**src/verilog/port_mux_pkg.sv**
```systemverilog
// constants for the two-port gpio and pin multiplexer
package port_mux_pkg;

	// ------------------------------------------------------------
	// bus geometry
	// ------------------------------------------------------------
	localparam int          ADDR_W     = 12;
	localparam int          DATA_W     = 32;
	localparam int          PORT_W     = 8;
	localparam int          SEG_COUNT  = 24;

	// ------------------------------------------------------------
	// register indices, byte address is four times the index
	// ------------------------------------------------------------
	localparam logic [9:0]  IDX_THIRD_PINS  = 10'h007;
	localparam logic [9:0]  IDX_FOURTH_PINS = 10'h008;
	localparam logic [9:0]  IDX_THIRD_DIR   = 10'h087;
	localparam logic [9:0]  IDX_FOURTH_DIR  = 10'h088;
	localparam logic [9:0]  IDX_SEG_LOW     = 10'h11C;
	localparam logic [9:0]  IDX_SEG_MID     = 10'h11D;
	localparam logic [9:0]  IDX_SEG_HIGH    = 10'h11E;

	// ------------------------------------------------------------
	// reset values
	// ------------------------------------------------------------
	localparam logic [7:0]  DIR_RESET   = 8'hFF;
	localparam logic [7:0]  LATCH_RESET = 8'h00;
	localparam logic [7:0]  SEG_RESET   = 8'h00;

	// ------------------------------------------------------------
	// field layout
	// ------------------------------------------------------------
	localparam logic [7:0]  OSC_DIR_MASK = 8'hC0;
	localparam int          PIN_TIMER_CLK = 5;
	localparam int          PIN_CCP_ONE   = 5;
	localparam int          PIN_SER_CLK   = 6;
	localparam int          PIN_SER_DATA  = 7;
	localparam int          PIN_CCP_TWO   = 2;
	localparam int          PIN_COM_THREE = 0;

	// ------------------------------------------------------------
	// segment ownership per pin
	// ------------------------------------------------------------
	localparam logic [7:0]  THIRD_SEG_MASK  = 8'hF8;
	localparam logic [4:0]  THIRD_SEG_NUM [0:7] = '{5'h00, 5'h00, 5'h00, 5'h06,
	                                                5'h0B, 5'h0A, 5'h09, 5'h08};
	localparam logic [7:0]  FOURTH_SEG_MASK = 8'hF8;
	localparam logic [4:0]  FOURTH_SEG_NUM [0:7] = '{5'h00, 5'h00, 5'h00, 5'h10,
	                                                 5'h11, 5'h12, 5'h13, 5'h14};

endpackage

```
**src/verilog/dual_port_gpio_pin_mux.sv**
```systemverilog
// two 8-bit gpio ports with peripheral and lcd pin multiplexing, apb slave
// Contract
// RULE1 - fourth port has eight pins, each direction set on its own
// RULE2 - direction one tri-states the pin, zero enables its driver
// RULE3 - in crystal, high-speed, low-power osc modes direction bits 7:6 read one
// RULE4 - fourth direction at index 0x88, all ones on every reset
// RULE5 - reading fourth data register returns sensed pin levels
// RULE6 - fourth port and its direction exist only on large package
// RULE7 - lcd owning a pin drives or tri-states it, overriding port logic
// RULE8 - third pin 5: gpio, timer clock in, capture unit one, segment 10
// RULE9 - third pin 6: gpio, serial transmit or clock, spi or i2c clock, segment 9
// RULE10 - third pin 7: gpio, serial receive or data, spi or i2c data, segment 8
// RULE11 - fourth pin 2: gpio or capture unit two
// RULE12 - fourth pins 3-7 gpio or segments 16-20; pin 1 gpio only
// RULE13 - segment enables clear only on power-on or brown-out reset
// RULE14 - third data register at index 0x07, untouched by other resets
// RULE15 - unimplemented bits read as zero
// RULE16 - data write updates latch, driven only when direction is output
// RULE17 - enabled peripheral overrides latch and direction on its pin
`timescale 1ns/1ps
`default_nettype none

module dual_port_gpio_pin_mux
	import port_mux_pkg::*;
#(
	parameter bit LARGE_PACKAGE = 1'b1
) (
	input  wire logic                  pclk,
	input  wire logic                  presetn,
	input  wire logic                  other_reset,
	input  wire logic                  osc_pin_mode,
	input  wire logic                  psel,
	input  wire logic                  penable,
	input  wire logic                  pwrite,
	input  wire logic [ADDR_W-1:0]     paddr,
	input  wire logic [DATA_W-1:0]     pwdata,
	input  wire logic [3:0]            pstrb,
	output logic      [DATA_W-1:0]     prdata,
	output logic                       pready,
	output logic                       pslverr,
	input  wire logic [PORT_W-1:0]     third_port_in,
	output logic      [PORT_W-1:0]     third_port_out,
	output logic      [PORT_W-1:0]     third_port_oe_n,
	input  wire logic [PORT_W-1:0]     fourth_port_in,
	output logic      [PORT_W-1:0]     fourth_port_out,
	output logic      [PORT_W-1:0]     fourth_port_oe_n,
	output logic                       timer_external_clock_in,
	input  wire logic                  ccp_one_en,
	input  wire logic                  ccp_one_out,
	input  wire logic                  ccp_one_oe_n,
	output logic                       ccp_one_in,
	input  wire logic                  ser_clk_en,
	input  wire logic                  ser_clk_out,
	input  wire logic                  ser_clk_oe_n,
	output logic                       ser_clk_in,
	input  wire logic                  ser_data_en,
	input  wire logic                  ser_data_out,
	input  wire logic                  ser_data_oe_n,
	output logic                       ser_data_in,
	input  wire logic                  ccp_two_en,
	input  wire logic                  ccp_two_out,
	input  wire logic                  ccp_two_oe_n,
	output logic                       ccp_two_in,
	input  wire logic                  lcd_enable,
	input  wire logic [SEG_COUNT-1:0]  lcd_segment_output,
	input  wire logic [SEG_COUNT-1:0]  lcd_segment_oe_n,
	input  wire logic                  lcd_common_three_en,
	input  wire logic                  lcd_common_output_three,
	input  wire logic                  lcd_common_three_oe_n
);

	// ------------------------------------------------------------
	// address decode
	// ------------------------------------------------------------
	function automatic logic reg_hit(input logic [ADDR_W-1:0] a);
		logic [9:0] idx;
		idx = a[ADDR_W-1:2];
		reg_hit = 1'b0;
		if (a[1:0] == 2'b00) begin
			case (idx)
				IDX_THIRD_PINS, IDX_THIRD_DIR,
				IDX_SEG_LOW, IDX_SEG_MID:       reg_hit = 1'b1;
				IDX_FOURTH_PINS, IDX_FOURTH_DIR,
				IDX_SEG_HIGH:                   reg_hit = LARGE_PACKAGE;
				default:                        reg_hit = 1'b0;
			endcase
		end
	endfunction

	logic [PORT_W-1:0]   third_latch_r;
	logic [PORT_W-1:0]   fourth_latch_r;
	logic [PORT_W-1:0]   third_port_direction_r;
	logic [PORT_W-1:0]   fourth_port_direction_r;
	logic [PORT_W-1:0]   segment_enable_low_r;
	logic [PORT_W-1:0]   segment_enable_mid_r;
	logic [PORT_W-1:0]   segment_enable_high_r;
	logic [DATA_W-1:0]   prdata_r;
	logic [DATA_W-1:0]   prdata_nxt;
	logic [SEG_COUNT-1:0] seg_en;
	logic [9:0]          idx;
	logic                wr_en;
	logic                hit;
	logic [PORT_W-1:0]   osc_force;

	assign idx       = paddr[ADDR_W-1:2];
	assign hit       = reg_hit(paddr);
	assign wr_en     = psel & penable & pwrite & hit & pstrb[0];
	assign pready    = 1'b1;
	assign pslverr   = psel & penable & ~hit;
	assign prdata    = prdata_r;
	assign seg_en    = {segment_enable_high_r, segment_enable_mid_r, segment_enable_low_r};
	assign osc_force = osc_pin_mode ? OSC_DIR_MASK : 8'h00;

	// ------------------------------------------------------------
	// data latches
	// ------------------------------------------------------------
	always_ff @(posedge pclk or negedge presetn) begin
		if (!presetn) begin
			third_latch_r <= LATCH_RESET;
		end else if (wr_en && idx == IDX_THIRD_PINS) begin
			third_latch_r <= pwdata[PORT_W-1:0]; // [RULE14] [RULE16]
		end
	end

	always_ff @(posedge pclk or negedge presetn) begin
		if (!presetn) begin
			fourth_latch_r <= LATCH_RESET;
		end else if (wr_en && idx == IDX_FOURTH_PINS && LARGE_PACKAGE) begin
			fourth_latch_r <= pwdata[PORT_W-1:0]; // [RULE16] [RULE6]
		end
	end

	// ------------------------------------------------------------
	// direction registers
	// ------------------------------------------------------------
	always_ff @(posedge pclk or negedge presetn) begin
		if (!presetn) begin
			third_port_direction_r <= DIR_RESET;
		end else if (other_reset) begin
			third_port_direction_r <= DIR_RESET;
		end else if (wr_en && idx == IDX_THIRD_DIR) begin
			third_port_direction_r <= pwdata[PORT_W-1:0];
		end
	end

	always_ff @(posedge pclk or negedge presetn) begin
		if (!presetn) begin
			fourth_port_direction_r <= DIR_RESET; // [RULE4]
		end else if (other_reset) begin
			fourth_port_direction_r <= DIR_RESET; // [RULE4]
		end else if (wr_en && idx == IDX_FOURTH_DIR && LARGE_PACKAGE) begin
			fourth_port_direction_r <= pwdata[PORT_W-1:0]; // [RULE1]
		end
	end

	// ------------------------------------------------------------
	// segment enables, cleared by power-on reset only
	// ------------------------------------------------------------
	always_ff @(posedge pclk or negedge presetn) begin
		if (!presetn) begin
			segment_enable_low_r  <= SEG_RESET; // [RULE13]
			segment_enable_mid_r  <= SEG_RESET;
			segment_enable_high_r <= SEG_RESET;
		end else if (wr_en) begin
			if (idx == IDX_SEG_LOW) begin
				segment_enable_low_r <= pwdata[PORT_W-1:0];
			end
			if (idx == IDX_SEG_MID) begin
				segment_enable_mid_r <= pwdata[PORT_W-1:0];
			end
			if (idx == IDX_SEG_HIGH && LARGE_PACKAGE) begin
				segment_enable_high_r <= pwdata[PORT_W-1:0];
			end
		end
	end

	// ------------------------------------------------------------
	// read path, captured in the setup cycle
	// ------------------------------------------------------------
	always_comb begin
		prdata_nxt = '0; // [RULE15]
		if (hit) begin
			case (idx)
				IDX_THIRD_PINS:  prdata_nxt[PORT_W-1:0] = third_port_in;
				IDX_FOURTH_PINS: prdata_nxt[PORT_W-1:0] = fourth_port_in; // [RULE5]
				IDX_THIRD_DIR:   prdata_nxt[PORT_W-1:0] = third_port_direction_r | osc_force;
				IDX_FOURTH_DIR:  prdata_nxt[PORT_W-1:0] = fourth_port_direction_r | osc_force; // [RULE3]
				IDX_SEG_LOW:     prdata_nxt[PORT_W-1:0] = segment_enable_low_r;
				IDX_SEG_MID:     prdata_nxt[PORT_W-1:0] = segment_enable_mid_r;
				IDX_SEG_HIGH:    prdata_nxt[PORT_W-1:0] = segment_enable_high_r;
				default:         prdata_nxt = '0;
			endcase
		end
	end

	always_ff @(posedge pclk or negedge presetn) begin
		if (!presetn) begin
			prdata_r <= '0;
		end else if (psel && !penable && !pwrite) begin
			prdata_r <= prdata_nxt;
		end
	end

	// ------------------------------------------------------------
	// third port pin multiplexer
	// ------------------------------------------------------------
	always_comb begin
		third_port_out  = third_latch_r; // [RULE16]
		third_port_oe_n = third_port_direction_r; // [RULE2]
		if (ccp_one_en) begin
			third_port_out[PIN_CCP_ONE]  = ccp_one_out; // [RULE8] [RULE17]
			third_port_oe_n[PIN_CCP_ONE] = ccp_one_oe_n;
		end
		if (ser_clk_en) begin
			third_port_out[PIN_SER_CLK]  = ser_clk_out; // [RULE9] [RULE17]
			third_port_oe_n[PIN_SER_CLK] = ser_clk_oe_n;
		end
		if (ser_data_en) begin
			third_port_out[PIN_SER_DATA]  = ser_data_out; // [RULE10] [RULE17]
			third_port_oe_n[PIN_SER_DATA] = ser_data_oe_n;
		end
		for (int i = 0; i < PORT_W; i++) begin
			if (THIRD_SEG_MASK[i] && lcd_enable && seg_en[THIRD_SEG_NUM[i]]) begin
				third_port_out[i]  = lcd_segment_output[THIRD_SEG_NUM[i]]; // [RULE7]
				third_port_oe_n[i] = lcd_segment_oe_n[THIRD_SEG_NUM[i]];
			end
		end
	end

	// ------------------------------------------------------------
	// fourth port pin multiplexer
	// ------------------------------------------------------------
	always_comb begin
		fourth_port_out  = fourth_latch_r;
		fourth_port_oe_n = fourth_port_direction_r; // [RULE1] [RULE2]
		if (ccp_two_en) begin
			fourth_port_out[PIN_CCP_TWO]  = ccp_two_out; // [RULE11] [RULE17]
			fourth_port_oe_n[PIN_CCP_TWO] = ccp_two_oe_n;
		end
		if (lcd_enable && lcd_common_three_en) begin
			fourth_port_out[PIN_COM_THREE]  = lcd_common_output_three; // [RULE7]
			fourth_port_oe_n[PIN_COM_THREE] = lcd_common_three_oe_n;
		end
		for (int i = 0; i < PORT_W; i++) begin
			if (FOURTH_SEG_MASK[i] && lcd_enable && seg_en[FOURTH_SEG_NUM[i]]) begin
				fourth_port_out[i]  = lcd_segment_output[FOURTH_SEG_NUM[i]]; // [RULE12] [RULE7]
				fourth_port_oe_n[i] = lcd_segment_oe_n[FOURTH_SEG_NUM[i]];
			end
		end
		if (!LARGE_PACKAGE) begin
			fourth_port_out  = '0; // [RULE6]
			fourth_port_oe_n = '1;
		end
	end

	// ------------------------------------------------------------
	// peripheral inputs taken from pins
	// ------------------------------------------------------------
	assign timer_external_clock_in = third_port_in[PIN_TIMER_CLK]; // [RULE8]
	assign ccp_one_in              = third_port_in[PIN_CCP_ONE];
	assign ser_clk_in              = third_port_in[PIN_SER_CLK]; // [RULE9]
	assign ser_data_in             = third_port_in[PIN_SER_DATA]; // [RULE10]
	assign ccp_two_in              = LARGE_PACKAGE ? fourth_port_in[PIN_CCP_TWO] : 1'b0; // [RULE11]

endmodule

`default_nettype wire

```
**config.mk**
```make
export PLATFORM = sky130hd
export DESIGN_NAME = dual_port_gpio_pin_mux
export DESIGN_NICKNAME = d
export VERILOG_FILES = /design/src/verilog/port_mux_pkg.sv /design/src/verilog/dual_port_gpio_pin_mux.sv
export SDC_FILE = /design/constraint.sdc
export NUM_CORES = 1
export LEC_CHECK = 0
export BUFFER_PORTS_ARGS = -buffer_cell sky130_fd_sc_hd__buf_4
export CAP_MARGIN = 25
export CORE_UTILIZATION = 30
export CTS_CLUSTER_SIZE = 30
export DETAILED_ROUTE_END_ITERATION = 6
export GPL_ROUTABILITY_DRIVEN = 0
export PLACE_DENSITY = 0.64
export SYNTH_ARGS = -nofsm -noshare
export SYNTH_HDL_FRONTEND = slang
export SYNTH_SLANG_ARGS = --single-unit
```
**constraint.sdc**
```tcl
create_clock -name pclk -period 1.4 [get_ports pclk]
set_clock_uncertainty 0.1 [all_clocks]
set_input_delay 0.14 -clock pclk [delete_from_list [all_inputs] [get_ports pclk]]
set_output_delay 0.14 -clock pclk [all_outputs]
set_load 0.005 [all_outputs]
```
# Yosys cells after proc, flatten, opt, wreduce, memory -nomap -nowiden
# Cells that the tools add are included.
# classes
reduce_logical	26
bitwise_logic	8
eq_ne	7
muxes	39
# op_table
cell	n
$pmux 8 s7	1
$mux 8	6
$mux 1	32
$eq 10x9->1 const B	3
$eq 10x8->1 const B	2
$logic_and 1x1->1	17
$or 8x8->8	2
$eq 10x3->1 const B	1
$eq 10x4->1 const B	1
$reduce_or 7->1	1
$reduce_and 2->1	3
$and 1x1->1	5
$reduce_bool 2->1	2
$logic_not 1->1	2
$logic_not 2->1	1
$not 1->1	1
# word_totals
output_inout_bits	71
elab_cells	88
inputBits	135
register_bits	88

# Longest topological paths before layout
# depth
depth_word	9
depth_mapped	6
mapped_depth_nobuf	5

# Worst setup path after synthesis
# Ideal clock, no wire load.
# synth_timing
path_kind	input-to-reg
from	input port penable
to	register third_port_direction_r[6]
t_required_ns	1.218
setup_time_ns	0.082
arrival_ns	1.445
path_buffers	1
slack_ns	-0.227
path_stages	6
cell_sequence	nand2_1 or4_4 nor3_4 buf_6 nor2b_1 a211o_1
# synth_via
elab_chain_cells	6
# synth_rtl
item	line_no	rtl
start, declared	dual_port_gpio_pin_mux.sv:33	input wire logic penable,
$and 1x1->1 (4 in series)	dual_port_gpio_pin_mux.sv:107	assign wr_en = psel & penable & pwrite & hit & pstrb[0];
$logic_and 1x1->1	dual_port_gpio_pin_mux.sv:141	end else if (wr_en && idx == IDX_THIRD_DIR) begin
$reduce_bool 2->1 (no line)	--	
end signal, assigned	dual_port_gpio_pin_mux.sv:142	third_port_direction_r <= pwdata[PORT_W-1:0];
end, declared	dual_port_gpio_pin_mux.sv:92	logic [PORT_W-1:0] third_port_direction_r;
# No other way between the ends.
# A chain may end at the register's enable or synchronous reset.

# Worst setup path after layout
# layout_timing
from	input port psel
to	register segment_enable_high_r[2]
# layout_via
elab_chain_cells	5
# layout_rtl
item	line_no	rtl
start, declared	dual_port_gpio_pin_mux.sv:32	input wire logic psel,
$and 1x1->1 (4 in series)	dual_port_gpio_pin_mux.sv:107	
$reduce_and 2->1 (no line)	--	
end signal, assigned	dual_port_gpio_pin_mux.sv:172	segment_enable_high_r <= pwdata[PORT_W-1:0];
end, declared	dual_port_gpio_pin_mux.sv:96	logic [PORT_W-1:0] segment_enable_high_r;
# No other way between the ends.

==> results.yml <==
status:
  status: "finished, violations left"
  failed_checks: "negative hold slack, negative setup slack"
worst_hold_path:
  hold_path_class: "input port to flip-flop"
  whs_path_depth: 3
  holdCritStartpoint: "fourth_port_in[3]"
worst_setup_path:
  timing.critical_path.to_type: "flip-flop"
  critical_path_required_ns: 1.51
  regToRegSetupSlack_ns: 0.01
  crit_family: "simple AND/OR/NAND/NOR gates"
  worst-endpoint-arrival_ns: 1.64
  timing.critical_path.from: "psel"
  setup.worst_path.start_class: "input port"
  cp_num_buf_inv: 2
  crit_path_end: "segment_enable_high_r[2]$_DFFE_PN0P_"
  cell_type_of_the_slowest_stage_on_the_worst_timing_path: "sky130_fd_sc_hd__or4_4"
  crit_cells: 7
  reg2reg_to: "prdata[6]$_DFFE_PN0P_"
  reg2reg_from: "third_port_direction_r[6]$_DFFE_PN1P_"
  timing.reg2reg.worst_path_depth: 6
  cell_chain_critical_path: "buf_8 -> nand2_4 -> or4_4 -> buf_12 -> nor2_4 -> nand3b_4 -> mux2_2"
  worst_path_largest_cell_delay_ns: 0.55
  timing_worst_setup_path_type: "input port to flip-flop"
  worstPathMaxFanout: 8
floorplan:
  core_area_sq_um: 12100
  chipHeight_um: 114
  placementRows: 40
  ioPinCount: 206
  effective_utilization_at_floorplan_pct: 30.9
  die_w_um: 114
  design.die.area_sq_um: 12900
clocking:
  cts_tree: "yes"
  cts_buffers: 9
  clkTransAtPathRegs_ns: 0.05
  clock_latency_ns: 0.33
  cts_num_sinks: 64
  max-clock-path-buffers: 2
  clock_root_buffer: "sky130_fd_sc_hd__clkbuf_16"
  cts-htree-levels: 3
grt:
  number_of_global_route_vias_before_repair: 3260
  grt_max_degree: 39
  grt_first_pass_wirelength_um: 17500
  grt_antenna_before_repair: 0
  global_route.usage.total_pct: 18.1
  grt_overflow_total: 0
synthesis:
  post_synth_inst_count: 361
  synth.lib_cells_used.distinct: 40
  post_synth_edffs: 0
  post-synth-top-area-cell: "sky130_fd_sc_hd__dfrtp_1"
  ys.warnings.count: 0
  seq_area_frac_synth_pct: 43.3
  async_reset_ff_share_pct: 100
  avg_cell_area_syn_sq_um: 10.4
  synthTopCellsByCount: "sky130_fd_sc_hd__mux2_2 (58), sky130_fd_sc_hd__nand2_1 (49), sky130_fd_sc_hd__dfrtp_1 (48)"
  yosys_most_used_dff: "sky130_fd_sc_hd__dfrtp_1"
  area_share_of_the_largest_cell_type_after_synthesis_pct: 32.1
  post-synth-top-count-cell: "sky130_fd_sc_hd__mux2_2"
  post_synth_main_area_contributors: "sky130_fd_sc_hd__dfrtp_1 (32%), sky130_fd_sc_hd__mux2_2 (17%), sky130_fd_sc_hd__dfstp_2 (11%)"
  synthesis.area_sq_um: 3740
  yosys_register_bits: 64
place:
  place_ws_ns: -0.465
  port_buffers: 125
  place_inst: 662
  detailedPlacementHpwl_um: 8630
  dpl-instance-area_sq_um: 5000
drt:
  wirelength_um: 11800
  routed_wire_length_per_instance_um: 16.7
  total_number_of_vias: 3348
  drtPass1Iterations: 4
  mean_number_of_vias_per_cell: 4.73
  drt_drc_violations_left: 0
  first_iter_violations: 139
  postRouteAntennaNets: 0
timing:
  timing.final.max_slew_violations: 0
  min_period_ns: 1.53
  setup_total_negative_slack_ns: -4.65
  setup-violations-final: 74
  final.setup.worst_slack_ns: -0.129
  grt_setup_unrepaired: "yes"
  timing.fmax_mhz: 654
  hold_violations: 1
  final_hold_slack_ns: -0.00173
  timing.final.crit_share_pct: 109
flow_run:
  cap_viol_max_count: 0
power_and_ir_drop:
  design_power_total_mw: 4.65
  power.density_cell_area_nw_per_um2: 777
  vdd.ir_drop.worst_mv: 0.435
  cellLeakagePower_nw: 2.92
finish:
  syn_to_final_growth_pct: 59.8
  final_cell_count_no_fill: 708
  design.final.nets: 670
  layout.cell_area.non_filler_sq_um: 5990
  drive_gt1_share_pct: 61.7
  finalCoreUtilization_pct: 49.4
  insertedDiodeCount: 0
==> repair_timing <==
| action | in CTS | in global routing |
|---|---|---|
| cloned | 0 | 1 |
| hold endpoints to repair | 71 | 0 |
| hold buffers | 9 | 0 |
| resized for setup | 63 | 51 |
| buffers inserted | 13 | 8 |
| setup endpoints to repair | 80 | 86 |
| pin swaps | 6 | 17 |
==> cells in the final DEF, fill, tap and decap left out, types with 2 or more instances in the layout <==
| cell | n |
|---|---|
| sky130_fd_sc_hd__a211o_1 | 8 |
| sky130_fd_sc_hd__a21oi_1 | 7 |
| sky130_fd_sc_hd__a21oi_2 | 6 |
| sky130_fd_sc_hd__a21oi_4 | 2 |
| sky130_fd_sc_hd__a221oi_2 | 4 |
| sky130_fd_sc_hd__a22oi_2 | 4 |
| sky130_fd_sc_hd__a2bb2oi_2 | 3 |
| sky130_fd_sc_hd__buf_12 | 4 |
| sky130_fd_sc_hd__buf_4 | 148 |
| sky130_fd_sc_hd__buf_6 | 25 |
| sky130_fd_sc_hd__buf_8 | 3 |
| sky130_fd_sc_hd__clkbuf_1 | 2 |
| sky130_fd_sc_hd__clkbuf_16 | 10 |
| sky130_fd_sc_hd__clkbuf_8 | 2 |
| sky130_fd_sc_hd__clkinv_2 | 2 |
| sky130_fd_sc_hd__conb_1 | 25 |
| sky130_fd_sc_hd__dfrtp_1 | 48 |
| sky130_fd_sc_hd__dfstp_2 | 16 |
| sky130_fd_sc_hd__dlygate4sd3_1 | 9 |
| sky130_fd_sc_hd__inv_1 | 2 |
| sky130_fd_sc_hd__mux2_2 | 41 |
| sky130_fd_sc_hd__mux2_4 | 17 |
| sky130_fd_sc_hd__mux2i_1 | 18 |
| sky130_fd_sc_hd__nand2_1 | 27 |
| sky130_fd_sc_hd__nand2_2 | 17 |
| sky130_fd_sc_hd__nand2_4 | 4 |
| sky130_fd_sc_hd__nand3_1 | 7 |
| sky130_fd_sc_hd__nand3b_1 | 9 |
| sky130_fd_sc_hd__nor2_1 | 12 |
| sky130_fd_sc_hd__nor2_2 | 2 |
| sky130_fd_sc_hd__nor2_4 | 3 |
| sky130_fd_sc_hd__nor2b_1 | 8 |
| sky130_fd_sc_hd__nor3_4 | 2 |
| sky130_fd_sc_hd__o21ai_0 | 6 |
| sky130_fd_sc_hd__o21ai_1 | 9 |
| sky130_fd_sc_hd__o22ai_1 | 2 |
| sky130_fd_sc_hd__or2_2 | 4 |
==> power by group <==
part	switching, mW	total (mW)	internal (mW)	leakage (nW)
Sequential	0.000511	1.86	1.86	0.839
Combinational	0.259	0.558	0.299	1.93
Clock	0.767	2.24	1.47	0.150
Total	1.03	4.65	3.62	2.92
==> metal layers <==
metal	share of wire [%]	track usage (%)	wire, um	up-vias
met2	47	29.5	5520	140
met5	0	0	0	-
li1	-	-	-	1577
met4	1.9	5.96	225	0
met1	46	24.0	5460	1612
met3	5.0	3.88	584	19
==> registers in the layout, summed over array words and instances (netlist names) <==
signal                   count
prdata                       8
segment_enable_mid_r         8
third_port_direction_r       8
segment_enable_low_r         8
fourth_latch_r               8
segment_enable_high_r        8
third_latch_r                8
fourth_port_direction_r      8
==> worst reg2reg max path: cells and delay by family (launching register included) <==
kind | cells | cell delay [ns]
flip-flops | 1 | 0.54
AO/OA/AOI/OAI | 4 | 0.49
buffers and inverters | 2 | 0.19
==> final cells by class <==
| cell class | instances | area (sq um) |
|---|---|---|
| clock buffers | 13 | 260 |
| multi-input cells | 268 | 2210 |
| flip-flops and latches | 64 | 1620 |
| well taps | 168 | 210 |
| fillers | 1082 | 6130 |
| inverters | 2 | 7.51 |
| clock inverters | 3 | 40.0 |
| repair buffers | 190 | 1630 |
==> worst min-delay path by stage <==
stage	endpoint	slack, ns
finish	prdata[3]$_DFFE_PN0P_	-0.002
global route	prdata[3]$_DFFE_PN0P_	0.02
CTS	prdata[3]$_DFFE_PN0P_	0.03
detailed placement	prdata[7]$_DFFE_PN0P_	-0.01
global placement	prdata[7]$_DFFE_PN0P_	-0.009
floorplan	fourth_latch_r[0]$_DFFE_PN0P_	-0.26
==> cell families (layout without fill, tap and decap cells) <==
group	after synthesis	count (layout)	share of synthesized area, %
multiplexers	76	76	22.3
flip-flops	64	64	43.3
buffers and inverters	52	208	9.25
AND/OR/NAND/NOR	110	110	15.1
other	2	25	0.201
AO/OA/AOI/OAI	57	57	9.89
Note: power is estimated with default switching activity, not from simulation.
